## src/design/stsc_pkg.sv

```systemverilog
`default_nettype none
package stsc_pkg;
    // sequencer states
    typedef enum logic [2:0] {
        ST_OFF,
        ST_UP,
        ST_ON,
        ST_DOWN,
        ST_RETRY
    } stsc_state_t;

    // number of switched rails
    localparam int RAILS = 4;

    // bit positions in the synchronised input vector
    localparam int SB_TRK = 0;
    localparam int SB_EN = 1;
    localparam int SB_MARG = 2;
    localparam int SB_MR = 3;
    localparam int SB_HOLD = 4;
    localparam int SB_FLT = 5;
    localparam int SB_TERR = 6;
    localparam int SB_TDEV = 7;
    localparam int SB_DONE = 8;
    localparam int SB_SRC = 9;
    localparam int SB_OUT = 13;
    localparam int SB_OC = 17;
    localparam int SB_HOT = 21;
    localparam int SYNC_W = 25;
    // idle level of the synchroniser: active-low inputs high
    localparam logic [SYNC_W-1:0] SYNC_RST = 25'h000_003c;

    // timebase: one tick per microsecond
    localparam int CLK_NS = 25;
    localparam int TICK_NS = 1000;
    localparam int TICK_CYC = (TICK_NS + CLK_NS - 1) / CLK_NS;
    localparam int TICK_W = $clog2(TICK_CYC);

    // register byte offsets
    localparam logic [4:0] OFS_CTRL = 5'h00;
    localparam logic [4:0] OFS_RST_DLY = 5'h04;
    localparam logic [4:0] OFS_OC_DLY = 5'h08;
    localparam logic [4:0] OFS_FLT_DLY = 5'h0c;
    localparam logic [4:0] OFS_RETRY_DLY = 5'h10;
    localparam logic [4:0] OFS_STATUS = 5'h14;

    // control register fields
    localparam int CB_MASTER = 0;
    localparam int CB_SLAVE = 1;
    localparam int CB_RETRY = 2;
    localparam int CB_SRC = 4;
    localparam int CB_OUTS = 8;
    localparam logic [15:0] CTRL_RST = 16'h0ff0;

    // reset values of the delay registers, in ticks
    localparam logic [15:0] RST_DLY_RST = 16'h00c8;
    localparam logic [15:0] OC_DLY_RST = 16'h0064;
    localparam logic [15:0] FLT_DLY_RST = 16'h03e8;
    localparam logic [15:0] RETRY_DLY_RST = 16'h2710;
endpackage
`default_nettype wire

```

## src/design/stsc_sync_if.sv

```systemverilog
`timescale 1ns/100ps
`default_nettype none
// raw pin levels in, synchronised levels out
interface stsc_sync_if #(
    parameter int W = 1
) ();
    logic [W-1:0] raw; // asynchronous levels
    logic [W-1:0] q; // levels on mclk_i
    modport syn (input raw, output q);
    modport use_q (output raw, input q);
endinterface
`default_nettype wire

```

## src/design/stsc_sync.sv

```systemverilog
`timescale 1ns/100ps
`default_nettype none
module stsc_sync #(
    parameter int W = 1,
    parameter logic [W-1:0] RST_VAL = '0
) (
    input wire logic mclk_i,
    input wire logic rst_n_i,
    stsc_sync_if.syn sif
);
    // two flop stages
    typedef struct packed {
        logic [W-1:0] ff1; // first stage, read by ff2 only
        logic [W-1:0] ff2; // second stage, safe to use
    } stsc_sync_t;

    stsc_sync_t s_reg;
    stsc_sync_t s_next;

    // shift one stage per clock
    always_comb
    begin
        s_next = s_reg;
        s_next.ff1 = sif.raw;
        s_next.ff2 = s_reg.ff1;
    end

    // registers with constant reset
    always_ff @(posedge mclk_i or negedge rst_n_i)
    begin
        if (!rst_n_i)
        begin
            s_reg <= {RST_VAL, RST_VAL};
        end
        else
        begin
            s_reg <= s_next;
        end
    end

    assign sif.q = s_reg.ff2;
endmodule
`default_nettype wire

```

## src/design/stsc_top.sv

```systemverilog
// Implementation choices: the Avalon-MM interface to the registers and the address map.
`timescale 1ns/100ps
`default_nettype none
module stsc_top
    import stsc_pkg::*;
#(
    parameter int DLY_W = 16
) (
    input wire logic mclk_i,
    input wire logic rst_n_i,
    // avalon-mm slave
    input wire logic [4:0] address_i,
    input wire logic read_i,
    input wire logic write_i,
    input wire logic [3:0] byteenable_i,
    input wire logic [31:0] writedata_i,
    output logic [31:0] readdata_o,
    output logic waitrequest_o,
    // comparator results and logic inputs, asynchronous
    input wire logic track_gate_cmp_i,
    input wire logic enable_i,
    input wire logic margin_n_i,
    input wire logic manual_rst_n_i,
    input wire logic track_err_i,
    input wire logic track_dev_i,
    input wire logic ramp_done_i,
    input wire logic [stsc_pkg::RAILS-1:0] src_ok_i,
    input wire logic [stsc_pkg::RAILS-1:0] out_ok_i,
    input wire logic [stsc_pkg::RAILS-1:0] overcurrent_level_i,
    input wire logic [stsc_pkg::RAILS-1:0] discharged_level_i,
    // analog ramp control
    output logic ramp_up_o,
    output logic ramp_down_o,
    output logic ramp_gen_o,
    output logic shared_ramp_line_oe_n_o,
    // open-drain pins
    input wire logic hold_n_i,
    output logic hold_n_o,
    output logic hold_n_oe_n_o,
    input wire logic track_fail_n_i,
    output logic track_fail_n_o,
    output logic track_fail_n_oe_n_o,
    output logic overcurrent_alarm_n_o,
    output logic overcurrent_alarm_n_oe_n_o,
    output logic card_pullout_ok_o,
    output logic card_pullout_ok_oe_n_o,
    output logic reset_n_o,
    output logic reset_n_oe_n_o
);
    import stsc_pkg::*;

    // whole module state
    typedef struct packed {
        stsc_state_t st; // sequencer state
        logic [TICK_W-1:0] tick_cnt; // timebase divider
        logic tick; // one-cycle timebase pulse
        logic [DLY_W-1:0] flt_cnt; // tracking error age
        logic [DLY_W-1:0] oc_cnt; // overcurrent age
        logic [DLY_W-1:0] rst_cnt; // reset delay count
        logic [DLY_W-1:0] retry_cnt; // retry delay count
        logic fault_flag; // tracking fault latched
        logic oc_flag; // overcurrent latched
        logic rst_rel; // reset released
        logic [15:0] ctrl; // configuration
        logic [DLY_W-1:0] rst_dly;
        logic [DLY_W-1:0] oc_dly;
        logic [DLY_W-1:0] flt_dly;
        logic [DLY_W-1:0] retry_dly;
        logic ack; // bus answer phase
        logic [31:0] rdata; // read data
        logic ramp_up;
        logic ramp_down;
        logic ramp_gen;
        logic line_oe_n;
        logic hold_oe_n;
        logic flt_oe_n;
        logic oc_oe_n;
        logic rem_oe_n;
        logic rst_oe_n;
    } stsc_regs_t;

    localparam stsc_regs_t RST_S = '{
        st: ST_OFF,
        ctrl: CTRL_RST,
        rst_dly: DLY_W'(RST_DLY_RST),
        oc_dly: DLY_W'(OC_DLY_RST),
        flt_dly: DLY_W'(FLT_DLY_RST),
        retry_dly: DLY_W'(RETRY_DLY_RST),
        line_oe_n: 1'b1,
        hold_oe_n: 1'b1,
        flt_oe_n: 1'b1,
        oc_oe_n: 1'b1,
        rem_oe_n: 1'b1,
        rst_oe_n: 1'b0,
        default: '0
    };
    localparam logic [TICK_W-1:0] TICK_LAST = TICK_W'(TICK_CYC - 1);

    stsc_regs_t s_reg;
    stsc_regs_t s_next;

    // byte-lane merge of a delay or control register
    function automatic logic [15:0] merge(input logic [15:0] old,
        input logic [31:0] wd, input logic [3:0] be);
        merge = old;
        if (be[0])
            merge[7:0] = wd[7:0];
        if (be[1])
            merge[15:8] = wd[15:8];
    endfunction

    // input synchroniser
    stsc_sync_if #(.W(SYNC_W)) sif ();
    assign sif.raw = {discharged_level_i, overcurrent_level_i, out_ok_i,
        src_ok_i, ramp_done_i, track_dev_i, track_err_i, track_fail_n_i,
        hold_n_i, manual_rst_n_i, margin_n_i, enable_i, track_gate_cmp_i};
    stsc_sync #(.W(SYNC_W), .RST_VAL(SYNC_RST)) u_sync (
        .mclk_i(mclk_i),
        .rst_n_i(rst_n_i),
        .sif(sif)
    );

    // decoded views of synchronised inputs and configuration
    logic trk, en, margin_on, mr_n, hold_in, flt_in;
    logic [RAILS-1:0] src, outs, ocw, hot, src_sel, out_sel;
    logic is_master, is_slave, standalone, autoretry;
    assign trk = sif.q[SB_TRK];
    assign en = sif.q[SB_EN];
    assign margin_on = !sif.q[SB_MARG];
    assign mr_n = sif.q[SB_MR];
    assign hold_in = sif.q[SB_HOLD];
    assign flt_in = sif.q[SB_FLT];
    assign src = sif.q[SB_SRC +: RAILS];
    assign outs = sif.q[SB_OUT +: RAILS];
    assign ocw = sif.q[SB_OC +: RAILS];
    assign hot = sif.q[SB_HOT +: RAILS];
    assign src_sel = s_reg.ctrl[CB_SRC +: RAILS];
    assign out_sel = s_reg.ctrl[CB_OUTS +: RAILS];
    assign is_master = s_reg.ctrl[CB_MASTER];
    assign is_slave = s_reg.ctrl[CB_SLAVE] && !is_master;
    assign standalone = !is_master && !is_slave;
    assign autoretry = s_reg.ctrl[CB_RETRY];

    // next-state logic
    always_comb
    begin
        logic req, go_down, src_low, out_good, trk_bad, rel_cond;
        logic [31:0] rd;
        s_next = s_reg;
        // timebase divider
        s_next.tick = 1'b0;
        if (s_reg.tick_cnt == TICK_LAST)
        begin
            s_next.tick_cnt = '0;
            s_next.tick = 1'b1;
        end
        else
        begin
            s_next.tick_cnt = s_reg.tick_cnt + 1'b1;
        end
        // supply readings masked in margin mode
        src_low = !margin_on && ((src & src_sel) != src_sel);
        out_good = margin_on || ((outs & out_sel) == out_sel);
        go_down = !trk || !en;
        // tracking error age
        if (!sif.q[SB_TERR])
            s_next.flt_cnt = '0;
        else if (s_reg.tick && s_reg.flt_cnt != s_reg.flt_dly)
            s_next.flt_cnt = s_reg.flt_cnt + 1'b1;
        trk_bad = (!margin_on && (sif.q[SB_TDEV] ||
            (sif.q[SB_TERR] && s_reg.flt_cnt == s_reg.flt_dly))) ||
            (!standalone && !flt_in);
        // sequencer
        unique case (s_reg.st)
            ST_OFF:
            begin
                // start needs gate, enable, stable sources, hold free
                if (!go_down && !src_low && hold_in)
                    s_next.st = ST_UP;
            end
            ST_UP:
            begin
                if (go_down)
                    s_next.st = ST_DOWN;
                else if (trk_bad)
                begin
                    s_next.fault_flag = 1'b1;
                    s_next.st = ST_DOWN;
                end
                else if (sif.q[SB_DONE])
                    s_next.st = ST_ON;
            end
            ST_ON:
            begin
                if (go_down)
                    s_next.st = ST_DOWN;
            end
            ST_DOWN:
            begin
                // wait for every rail to discharge
                if (hot == '0)
                    s_next.st = s_reg.fault_flag ? ST_RETRY : ST_OFF;
            end
            ST_RETRY:
            begin
                if (autoretry && s_reg.retry_cnt == s_reg.retry_dly)
                begin
                    s_next.fault_flag = 1'b0;
                    s_next.st = ST_OFF;
                end
                else if (!autoretry && !en)
                begin
                    // latch-off cleared by enable low
                    s_next.fault_flag = 1'b0;
                    s_next.st = ST_OFF;
                end
            end
        endcase
        // retry delay: standalone from fault, shared from line release
        if (!s_reg.fault_flag)
            s_next.retry_cnt = '0;
        else if (s_reg.tick && (standalone || flt_in) &&
            s_reg.retry_cnt != s_reg.retry_dly)
            s_next.retry_cnt = s_reg.retry_cnt + 1'b1;
        // overcurrent, armed only when fully on
        if (s_reg.st != ST_ON)
        begin
            s_next.oc_cnt = '0;
            s_next.oc_flag = 1'b0;
        end
        else if (margin_on || (ocw & out_sel) == '0)
            s_next.oc_cnt = '0;
        else if (s_reg.oc_cnt == s_reg.oc_dly)
            s_next.oc_flag = 1'b1;
        else if (s_reg.tick)
            s_next.oc_cnt = s_reg.oc_cnt + 1'b1;
        // reset delay after rails good and manual reset free
        rel_cond = s_next.st == ST_ON && out_good && mr_n;
        if (!rel_cond)
        begin
            s_next.rst_cnt = '0;
            s_next.rst_rel = 1'b0;
        end
        else if (s_reg.rst_cnt == s_reg.rst_dly)
            s_next.rst_rel = 1'b1;
        else if (s_reg.tick)
            s_next.rst_cnt = s_reg.rst_cnt + 1'b1;
        // registered pin drives
        s_next.ramp_up = s_next.st == ST_UP;
        s_next.ramp_down = s_next.st == ST_DOWN;
        s_next.ramp_gen = !is_slave &&
            (s_next.st == ST_UP || s_next.st == ST_DOWN);
        s_next.line_oe_n = !is_master;
        s_next.hold_oe_n = !(src_low ||
            (is_master && s_next.st == ST_RETRY));
        s_next.flt_oe_n = !(s_next.fault_flag && s_next.st != ST_RETRY);
        s_next.oc_oe_n = !(s_reg.st == ST_ON && s_reg.oc_flag);
        s_next.rem_oe_n = hot == '0;
        s_next.rst_oe_n = s_next.rst_rel;
        // bus slave: one wait state on every access
        req = read_i || write_i;
        s_next.ack = req && !s_reg.ack;
        rd = '0;
        unique case (address_i)
            OFS_CTRL: rd[15:0] = s_reg.ctrl;
            OFS_RST_DLY: rd[DLY_W-1:0] = s_reg.rst_dly;
            OFS_OC_DLY: rd[DLY_W-1:0] = s_reg.oc_dly;
            OFS_FLT_DLY: rd[DLY_W-1:0] = s_reg.flt_dly;
            OFS_RETRY_DLY: rd[DLY_W-1:0] = s_reg.retry_dly;
            OFS_STATUS: rd[10:0] = {flt_in, hold_in, margin_on,
                s_reg.rst_rel, s_reg.oc_flag, s_reg.fault_flag,
                2'b00, s_reg.st};
            default: rd = '0;
        endcase
        if (read_i && !s_reg.ack)
            s_next.rdata = rd;
        // writes land at the answering edge
        if (write_i && s_reg.ack)
        begin
            unique case (address_i)
                OFS_CTRL:
                    s_next.ctrl = merge(s_reg.ctrl, writedata_i,
                        byteenable_i);
                OFS_RST_DLY:
                    s_next.rst_dly = DLY_W'(merge(16'(s_reg.rst_dly),
                        writedata_i, byteenable_i));
                OFS_OC_DLY:
                    s_next.oc_dly = DLY_W'(merge(16'(s_reg.oc_dly),
                        writedata_i, byteenable_i));
                OFS_FLT_DLY:
                    s_next.flt_dly = DLY_W'(merge(16'(s_reg.flt_dly),
                        writedata_i, byteenable_i));
                OFS_RETRY_DLY:
                    s_next.retry_dly = DLY_W'(merge(16'(s_reg.retry_dly),
                        writedata_i, byteenable_i));
                default:
                    s_next.ack = s_next.ack; // unmapped write ignored
            endcase
        end
    end

    // state register
    always_ff @(posedge mclk_i or negedge rst_n_i)
    begin
        if (!rst_n_i)
            s_reg <= RST_S;
        else
            s_reg <= s_next;
    end

    // outputs
    assign waitrequest_o = (read_i || write_i) && !s_reg.ack;
    assign readdata_o = s_reg.rdata;
    assign ramp_up_o = s_reg.ramp_up;
    assign ramp_down_o = s_reg.ramp_down;
    assign ramp_gen_o = s_reg.ramp_gen;
    assign shared_ramp_line_oe_n_o = s_reg.line_oe_n;
    assign hold_n_o = 1'b0;
    assign hold_n_oe_n_o = s_reg.hold_oe_n;
    assign track_fail_n_o = 1'b0;
    assign track_fail_n_oe_n_o = s_reg.flt_oe_n;
    assign overcurrent_alarm_n_o = 1'b0;
    assign overcurrent_alarm_n_oe_n_o = s_reg.oc_oe_n;
    assign card_pullout_ok_o = 1'b0;
    assign card_pullout_ok_oe_n_o = s_reg.rem_oe_n;
    assign reset_n_o = 1'b0;
    assign reset_n_oe_n_o = s_reg.rst_oe_n;
endmodule
`default_nettype wire

```

## config.mk

```make
export PLATFORM = sky130hd
export DESIGN_NAME = stsc_top
export DESIGN_NICKNAME = d
export VERILOG_FILES = /design/src/design/stsc_pkg.sv /design/src/design/stsc_sync_if.sv /design/src/design/stsc_sync.sv /design/src/design/stsc_top.sv
export SDC_FILE = /design/constraint.sdc
export NUM_CORES = 1
export LEC_CHECK = 0
export BUFFER_PORTS_ARGS = -buffer_cell sky130_fd_sc_hd__clkbuf_2
export CORE_MARGIN = 4
export CORE_UTILIZATION = 45
export DETAILED_ROUTE_END_ITERATION = 10
export GPL_TIMING_DRIVEN = 0
export PLACE_DENSITY = 0.66
export RECOVER_POWER = 100
export SLEW_MARGIN = 20
export SYNTH_ARGS = -nofsm -noshare
export SYNTH_HDL_FRONTEND = slang
export SYNTH_SLANG_ARGS = --single-unit
```

## constraint.sdc

```tcl
create_clock -name mclk_i -period 2.3 [get_ports mclk_i]
set_input_delay 0.115 -clock mclk_i [delete_from_list [all_inputs] [get_ports mclk_i]]
set_output_delay 0.115 -clock mclk_i [all_outputs]
set_load 0.01 [all_outputs]
```

* Yosys cells after proc, flatten, opt, wreduce, memory -nomap -nowiden
Cells that the tools add are included.
** Cells by class
- Reduce and logical (&&, ||, !) cells :: 64
- Bitwise gates (word level) :: 3
- Multiplexer cells :: 35
- Equal/unequal tests :: 31
- $add $sub $neg :: 5
** Operator list (number)
- $mux 16 :: 11
- $pmux 11 s6 :: 1
- $add 16x1->16 const B :: 4
- $eq 16x16->1 :: 4
- $ne 16x16->1 :: 2
- $reduce_and 3->1 :: 10
- $mux 3 :: 9
- $pmux 5 s5 :: 1
- $logic_and 1x1->1 :: 22
- $pmux 3 s5 :: 1
- $logic_not 1->1 :: 14
- $and 4x4->4 :: 3
- $eq 3x2->1 const B :: 4
- $eq 5x4->1 const B :: 2
- $eq 5x5->1 const B :: 2
- $mux 1 :: 10
- $logic_or 1x1->1 :: 9
- $logic_not 4->1 :: 2
- $ne 2x2->1 const B :: 4
- $add 6x1->6 const B :: 1
- $eq 3x1->1 const B :: 2
- $eq 3x3->1 const B :: 2
- $eq 6x6->1 const B :: 1
- $mux 6 :: 1
- other kinds (12) :: 16
** Storage, ports and cells
- Bits of input ports :: 70
- Logic and storage cells :: 170
- Flip-flop bits (word level) :: 232

* Longest topological paths before layout
- Depth in word-level cells :: 15
- Gate-level depth with buffers :: 9

* Hierarchy
A second synthesis with hierarchy kept.
** Unflattened totals
- Cell total of the unflattened synthesis :: 938
- Area, all modules :: 10958.0 µm²
** Modules (own cells, without submodules)
- stsc_top :: area an instance 9696.8 µm², times used 1, cells each 888, seq. area each 4591.9 µm²
- stsc_sync :: area an instance 1261.2 µm², times used 1, cells each 50, seq. area each 1261.2 µm²

* Worst setup path after synthesis
OpenSTA, ideal clock, no wires.
- Path kind :: reg-to-reg
- From :: register s_reg[64] (netlist name)
- To :: register s_reg[150] (netlist name)
- Slack :: 71 ps
- Cell stages (with the launch flop) :: 9
- Required time :: 2204 ps
- Clock period less this slack :: 2229 ps
- Arrival time :: 2134 ps
- Cell sequence :: dfstp_2 > xnor2_1 > nand4_1 > nor4_4 > a31oi_2 > a211o_1 > buf_6 > buf_6 > nor4_2
** On the way
- Longest elaborated chain between the ends :: 13
- Elaborated cells between the ends (all ways) :: 15
- Those cells by class :: eq/ne (4); mux (4); reduce/logical (7)
** Ends and longest elaborated chain
- start, declared :: line stsc_top.sv:99 : stsc_regs_t s_reg;
- start signal, assigned :: line stsc_top.sv:308 : s_reg <= s_next;
- $eq 16x16->1 (*) :: line stsc_top.sv:171 : (sif.q[SB_TERR] && s_reg.flt_cnt == s_reg.flt_dly))) ||
- $logic_and 1x1->1 (*) :: line stsc_top.sv:171
- $logic_or 1x1->1 (*) :: line stsc_top.sv:170 : trk_bad = (!margin_on && (sif.q[SB_TDEV] ||
- $logic_and 1x1->1 (*) :: line stsc_top.sv:170
- $logic_or 1x1->1 (*) :: line stsc_top.sv:171
- $mux 3 (*) :: line stsc_top.sv:185 : else if (trk_bad)
- $mux 3 (*) :: line stsc_top.sv:183 : if (go_down)
- $pmux 3 s5 (*) :: line stsc_top.sv:174 : unique case (s_reg.st)
- $eq 3x2->1 (*) :: line stsc_top.sv:238 : rel_cond = s_next.st == ST_ON && out_good && mr_n;
- $logic_and 1x1->1 (*) (2 in a row) :: line stsc_top.sv:238
- $ne 2x2->1 (no source line)
- $reduce_and 2->1 (no source line)
Every way passes the cells marked *; elsewhere a longest branch is shown, timed or not.
A chain may end at the register's enable or synchronous reset.

* Worst setup path in the final report
- From :: register s_reg[64] (netlist name)
- To :: register s_reg[151] (netlist name)
The elaborated chain is that of the path after synthesis.

==> summary.md <==
| Metric | Value |
|---|---|
| Status | complete, but fails checks |
| Violations in the final reports | max-capacitance violations, max-slew violations, negative setup slack |
| Unrepaired setup endpoints after global routing | true |
| Detailed Place HPWL | 20.0 mm |
| Primary flip-flop cell chosen by synthesis mapping | sky130_fd_sc_hd__dfrtp_1 |
| Die Area | 27100 sq um |
| CTS tree | built |
| Maximum clock rate | 430 MHz |
| Number of antenna violations at the first check in global routing | 0 |
| Final critical path time including I/O delays and setup | 2.32 ns |
| Die H | 165 um |
| Net switching power figure | 2.77 mW |
| Sequential share of power | 45.0% |
| Cell taking the most area after synthesis | sky130_fd_sc_hd__dfrtp_1 |
| Required time of the worst setup path | 2.72 ns |
| Slowest stage delay, CP | 0.55 ns |
| Register clock-pin slew on the reported worst setup and hold paths | 0.06 ns |
| Total via count in the routed design | 8149 |
| Number of max-cap violations | 1 |
| Vias per std cell | 5.44 |
| Vias in the first global route | 7900 |
| Core box area | 24200 sq um |
| Mapped Cells | 961 |
| Max FFs per register | 151 |
| Logic pwr share | 15.3% |
| Fraction of power spent switching nets | 27.0% |
| Count of boundary I/O pins | 117 |
| Number of cells after detailed placement | 1382 |
| Growth of design area from synthesis to finish | 25.1% |
| First-iteration detailed-routing DRC count | 654 |
| Cell internal power dissipation | 7.50 mW |
| Final instance count without filler cells | 1498 |
| Worst setup path category | reg -> reg |
| Global-route wire length before repair | 44.4 mm |
| Largest driver fanout on the critical path | 5 |
| Most instantiated library cell after synthesis | sky130_fd_sc_hd__dfrtp_1 |
| Power per unit of standard cell area | 745 nW/um^2 |
| Sum Neg Setup Slack | -0.184 ns |
| Post-Route Skew | 0.0109 ns |
| Fraction of layout cells with a size suffix above 1 | 29.3% |
| Count of endpoints failing hold in the final timing report | 0 |
| Initial cell density of the core | 45.6% |
| Standard-cell rows | 57 |
| Cell at the root of the clock tree | sky130_fd_sc_hd__clkbuf_16 |
| Worst Slack Setup Final | -0.0246 ns |
| Buffer and inverter count on the worst path | 2 |
| IR drop worst, VDD | 555 uV |
| Number of synthesized flops with an enable pin | 0 |
| Warning count from the yosys run | 0 |
| Post-synth cell types | 62 |
| WP data arrival | 2.75 ns |
| Share of the clock period used by the worst path after layout | 101% |
| Die extent in x | 165 um |
| Fin util | 57.0% |
| Worst Hold Margin | 0.0133 ns |
| Fraction of post-synthesis cell area in the top cell type by area | 44.0% |
| Power share of the clock group | 39.7% |
| Clock latency on the worst-skew pair | 0.52 ns |
| Placer's final routability congestion estimate | 0.905 |
| Residual overflow from global routing | 0 |
| Average size of a mapped cell | 11.5 sq um |
| Final wirelength | 28.7 mm |
| Number of antenna cells inserted | 0 |
| Leakage | 5.88 nW |
| Largest delay share family, worst path | simple AND/OR/NAND/NOR gates |
| Buffers on Ports | 75 |
| All-Layer GR Usage | 20.9% |
| Worst-Margin Slew | 1.67 ns |
| Area of the multi-input gates | 5030 sq um |
| Top cells by area, synth | sky130_fd_sc_hd__dfrtp_1, sky130_fd_sc_hd__dfstp_2, sky130_fd_sc_hd__mux2_2 |
| Largest net degree at the start of global routing | 95 |
| Total count of max-transition violations in the final report | 63 |
| Final nets | 1231 |
| Final ANT Viol Nets | 0 |
| Post-synth top cells | sky130_fd_sc_hd__dfrtp_1, sky130_fd_sc_hd__mux2_2, sky130_fd_sc_hd__nand2_1 |
| Total setup violations reported at the end of the flow | 10 |
| Category of the worst setup path capture point | register |
| Sequential standard cell area | 5850 sq um |
| CP startpoint kind | register |
| DR DRC count | 0 |
| Seq/Total Area, Yosys | 53.1% |
| Clock sink count | 232 |
| Total standard cell area after synthesis | 11000 sq um |
| Critical path, cell by cell | xnor2_1 > nand4_1 > nor4_4 > a31oi_4 > a211o_1 > buf_6 > buf_12 > nor4_2 |
| Inserted Clock Buffers | 25 |
| Total of flip-flops plus latches after synthesis | 232 |
| Number of optimization iterations in the first detailed-route pass | 5 |
| Filler instances | 2041 |
| Async set-or-reset flop fraction in the synthesized netlist | 100% |
| Slowest library cell on the worst path | sky130_fd_sc_hd__dfstp_2 |
| Depth of the CTS H-tree | 1 |
| WL/cell | 19.1 um |
| Worst hold path type | in -> reg |
| Max Buffers Root-to-Sink | 3 |
| Worst slew margin relative to its limit | -11.0% |
-- kinds of logic (layout without fill, tap and decap cells) --
kind of cell,Yosys count,after routing,share of synthesized area [%]
AOI/OAI and AO/OA,144,144,8.66
xor gates and xnor gates,98,98,7.79
adders and majority gates,5,5,0.568
buffers and inverters,95,288,4.71
DFF,232,232,53.1
muxes,105,105,10.5
other,1,21,0.0340
and+or+nand+nor,281,281,14.6
-- layout by cell type (no fill, tap or decap), drive strengths merged, types with 4 or more instances in the layout --
cell         count
xnor2           67
conb            21
dlygate4sd3     45
ha               5
and3            11
nand3           18
clkbuf         136
clkinv           8
dfstp           38
or3             21
nor3            19
a221oi          16
mux2            84
or4              4
nor3b            4
inv             22
a22o             8
dfrtp          194
a21oi           30
and2             5
xor2            31
buf             72
o21ai           52
and4             4
nor2            44
o22ai            4
o31ai            5
nor2b            6
nand2b          11
mux2i           21
a211o            4
nand2           69
nor4            29
o41ai            4
nand4           26
-- path summary, 6_finish.rpt --
check | start | cells after the start | end | slack [ns]
worst max-delay path | s_reg[64] | 8 | s_reg[151] | -0.02
worst min-delay path | address_i[1] | 3 | readdata_o[3] | 0.01
worst max register to register | s_reg[64] | 8 | s_reg[151] | -0.02
worst min register to register | u_sync.s_next[18] | 0 | u_sync.sif.q[18] | 0.35
max in group asynchronous | rst_n_i | 3 | s_reg[176] | 0.34
min in group asynchronous | rst_n_i | 2 | s_reg[194] | 0.53
-- power by group through the flow --
stage               logic (mW)  clock network [mW]  registers (mW)
global placement          1.19                   0            4.68
global route              1.71                4.34            4.65
floorplan                0.794                   0            4.60
detailed placement        1.22                   0            4.68
finish                    1.58                4.07            4.62
CTS                       1.44                4.16            4.61
-- per-stage QoR --
step / worst slack (ns) / power (mW) / cell area [sq um]
2_1_floorplan: 0.0705 / 5.39 / 11100
3_3_place_gp: -3.51 / 5.86 / 11900
3_5_place_dp: -0.378 / 5.90 / 11900
4_1_cts: -0.0576 / 10.2 / 13500
5_1_grt: -0.126 / 10.7 / 13800
6_report: -0.0246 / 10.3 / 13800
-- metal layers --
layer	share of wire [%]	global-route usage [%]	vias to the layer above	wire [um]
li1	-	-	3776	-
met1	45	30.3	4051	13000
met2	46	32.9	268	13200
met3	6.2	3.27	54	1770
met4	2.5	5.41	0	703
met5	0	0	-	0
-- worst register-to-register path, delay by kind of cell (launching register included) --
| family | cells | cell delay, ns |
|---|---|---|
| DFF | 1 | 0.55 |
| buffers and inverters | 2 | 0.29 |
| and+or+nand+nor | 3 | 0.75 |
| AOI/OAI and AO/OA | 2 | 0.53 |
| xor gates and xnor gates | 1 | 0.13 |
-- layout make-up --
| type | count | share of cell area [%] |
|---|---|---|
| plain buffers | 73 | 3.64 |
| clock buffers | 32 | 4.95 |
| clock inverters | 13 | 1.13 |
| inverters | 22 | 0.599 |
| multi-input cells | 654 | 36.5 |
| flip-flops and latches | 232 | 42.5 |
| well taps | 324 | 2.94 |
| repair buffers | 148 | 7.76 |
-- timing repair --
item                       4_1_cts  5_1_grt
gates resized for setup         34       48
buffers inserted                13       10
setup endpoints to repair       43       57
cloned                           1        2
pin swaps                       16       14
hold endpoints to repair       157        0
hold buffers                    45        0
Power figures use the tool's default switching activity.
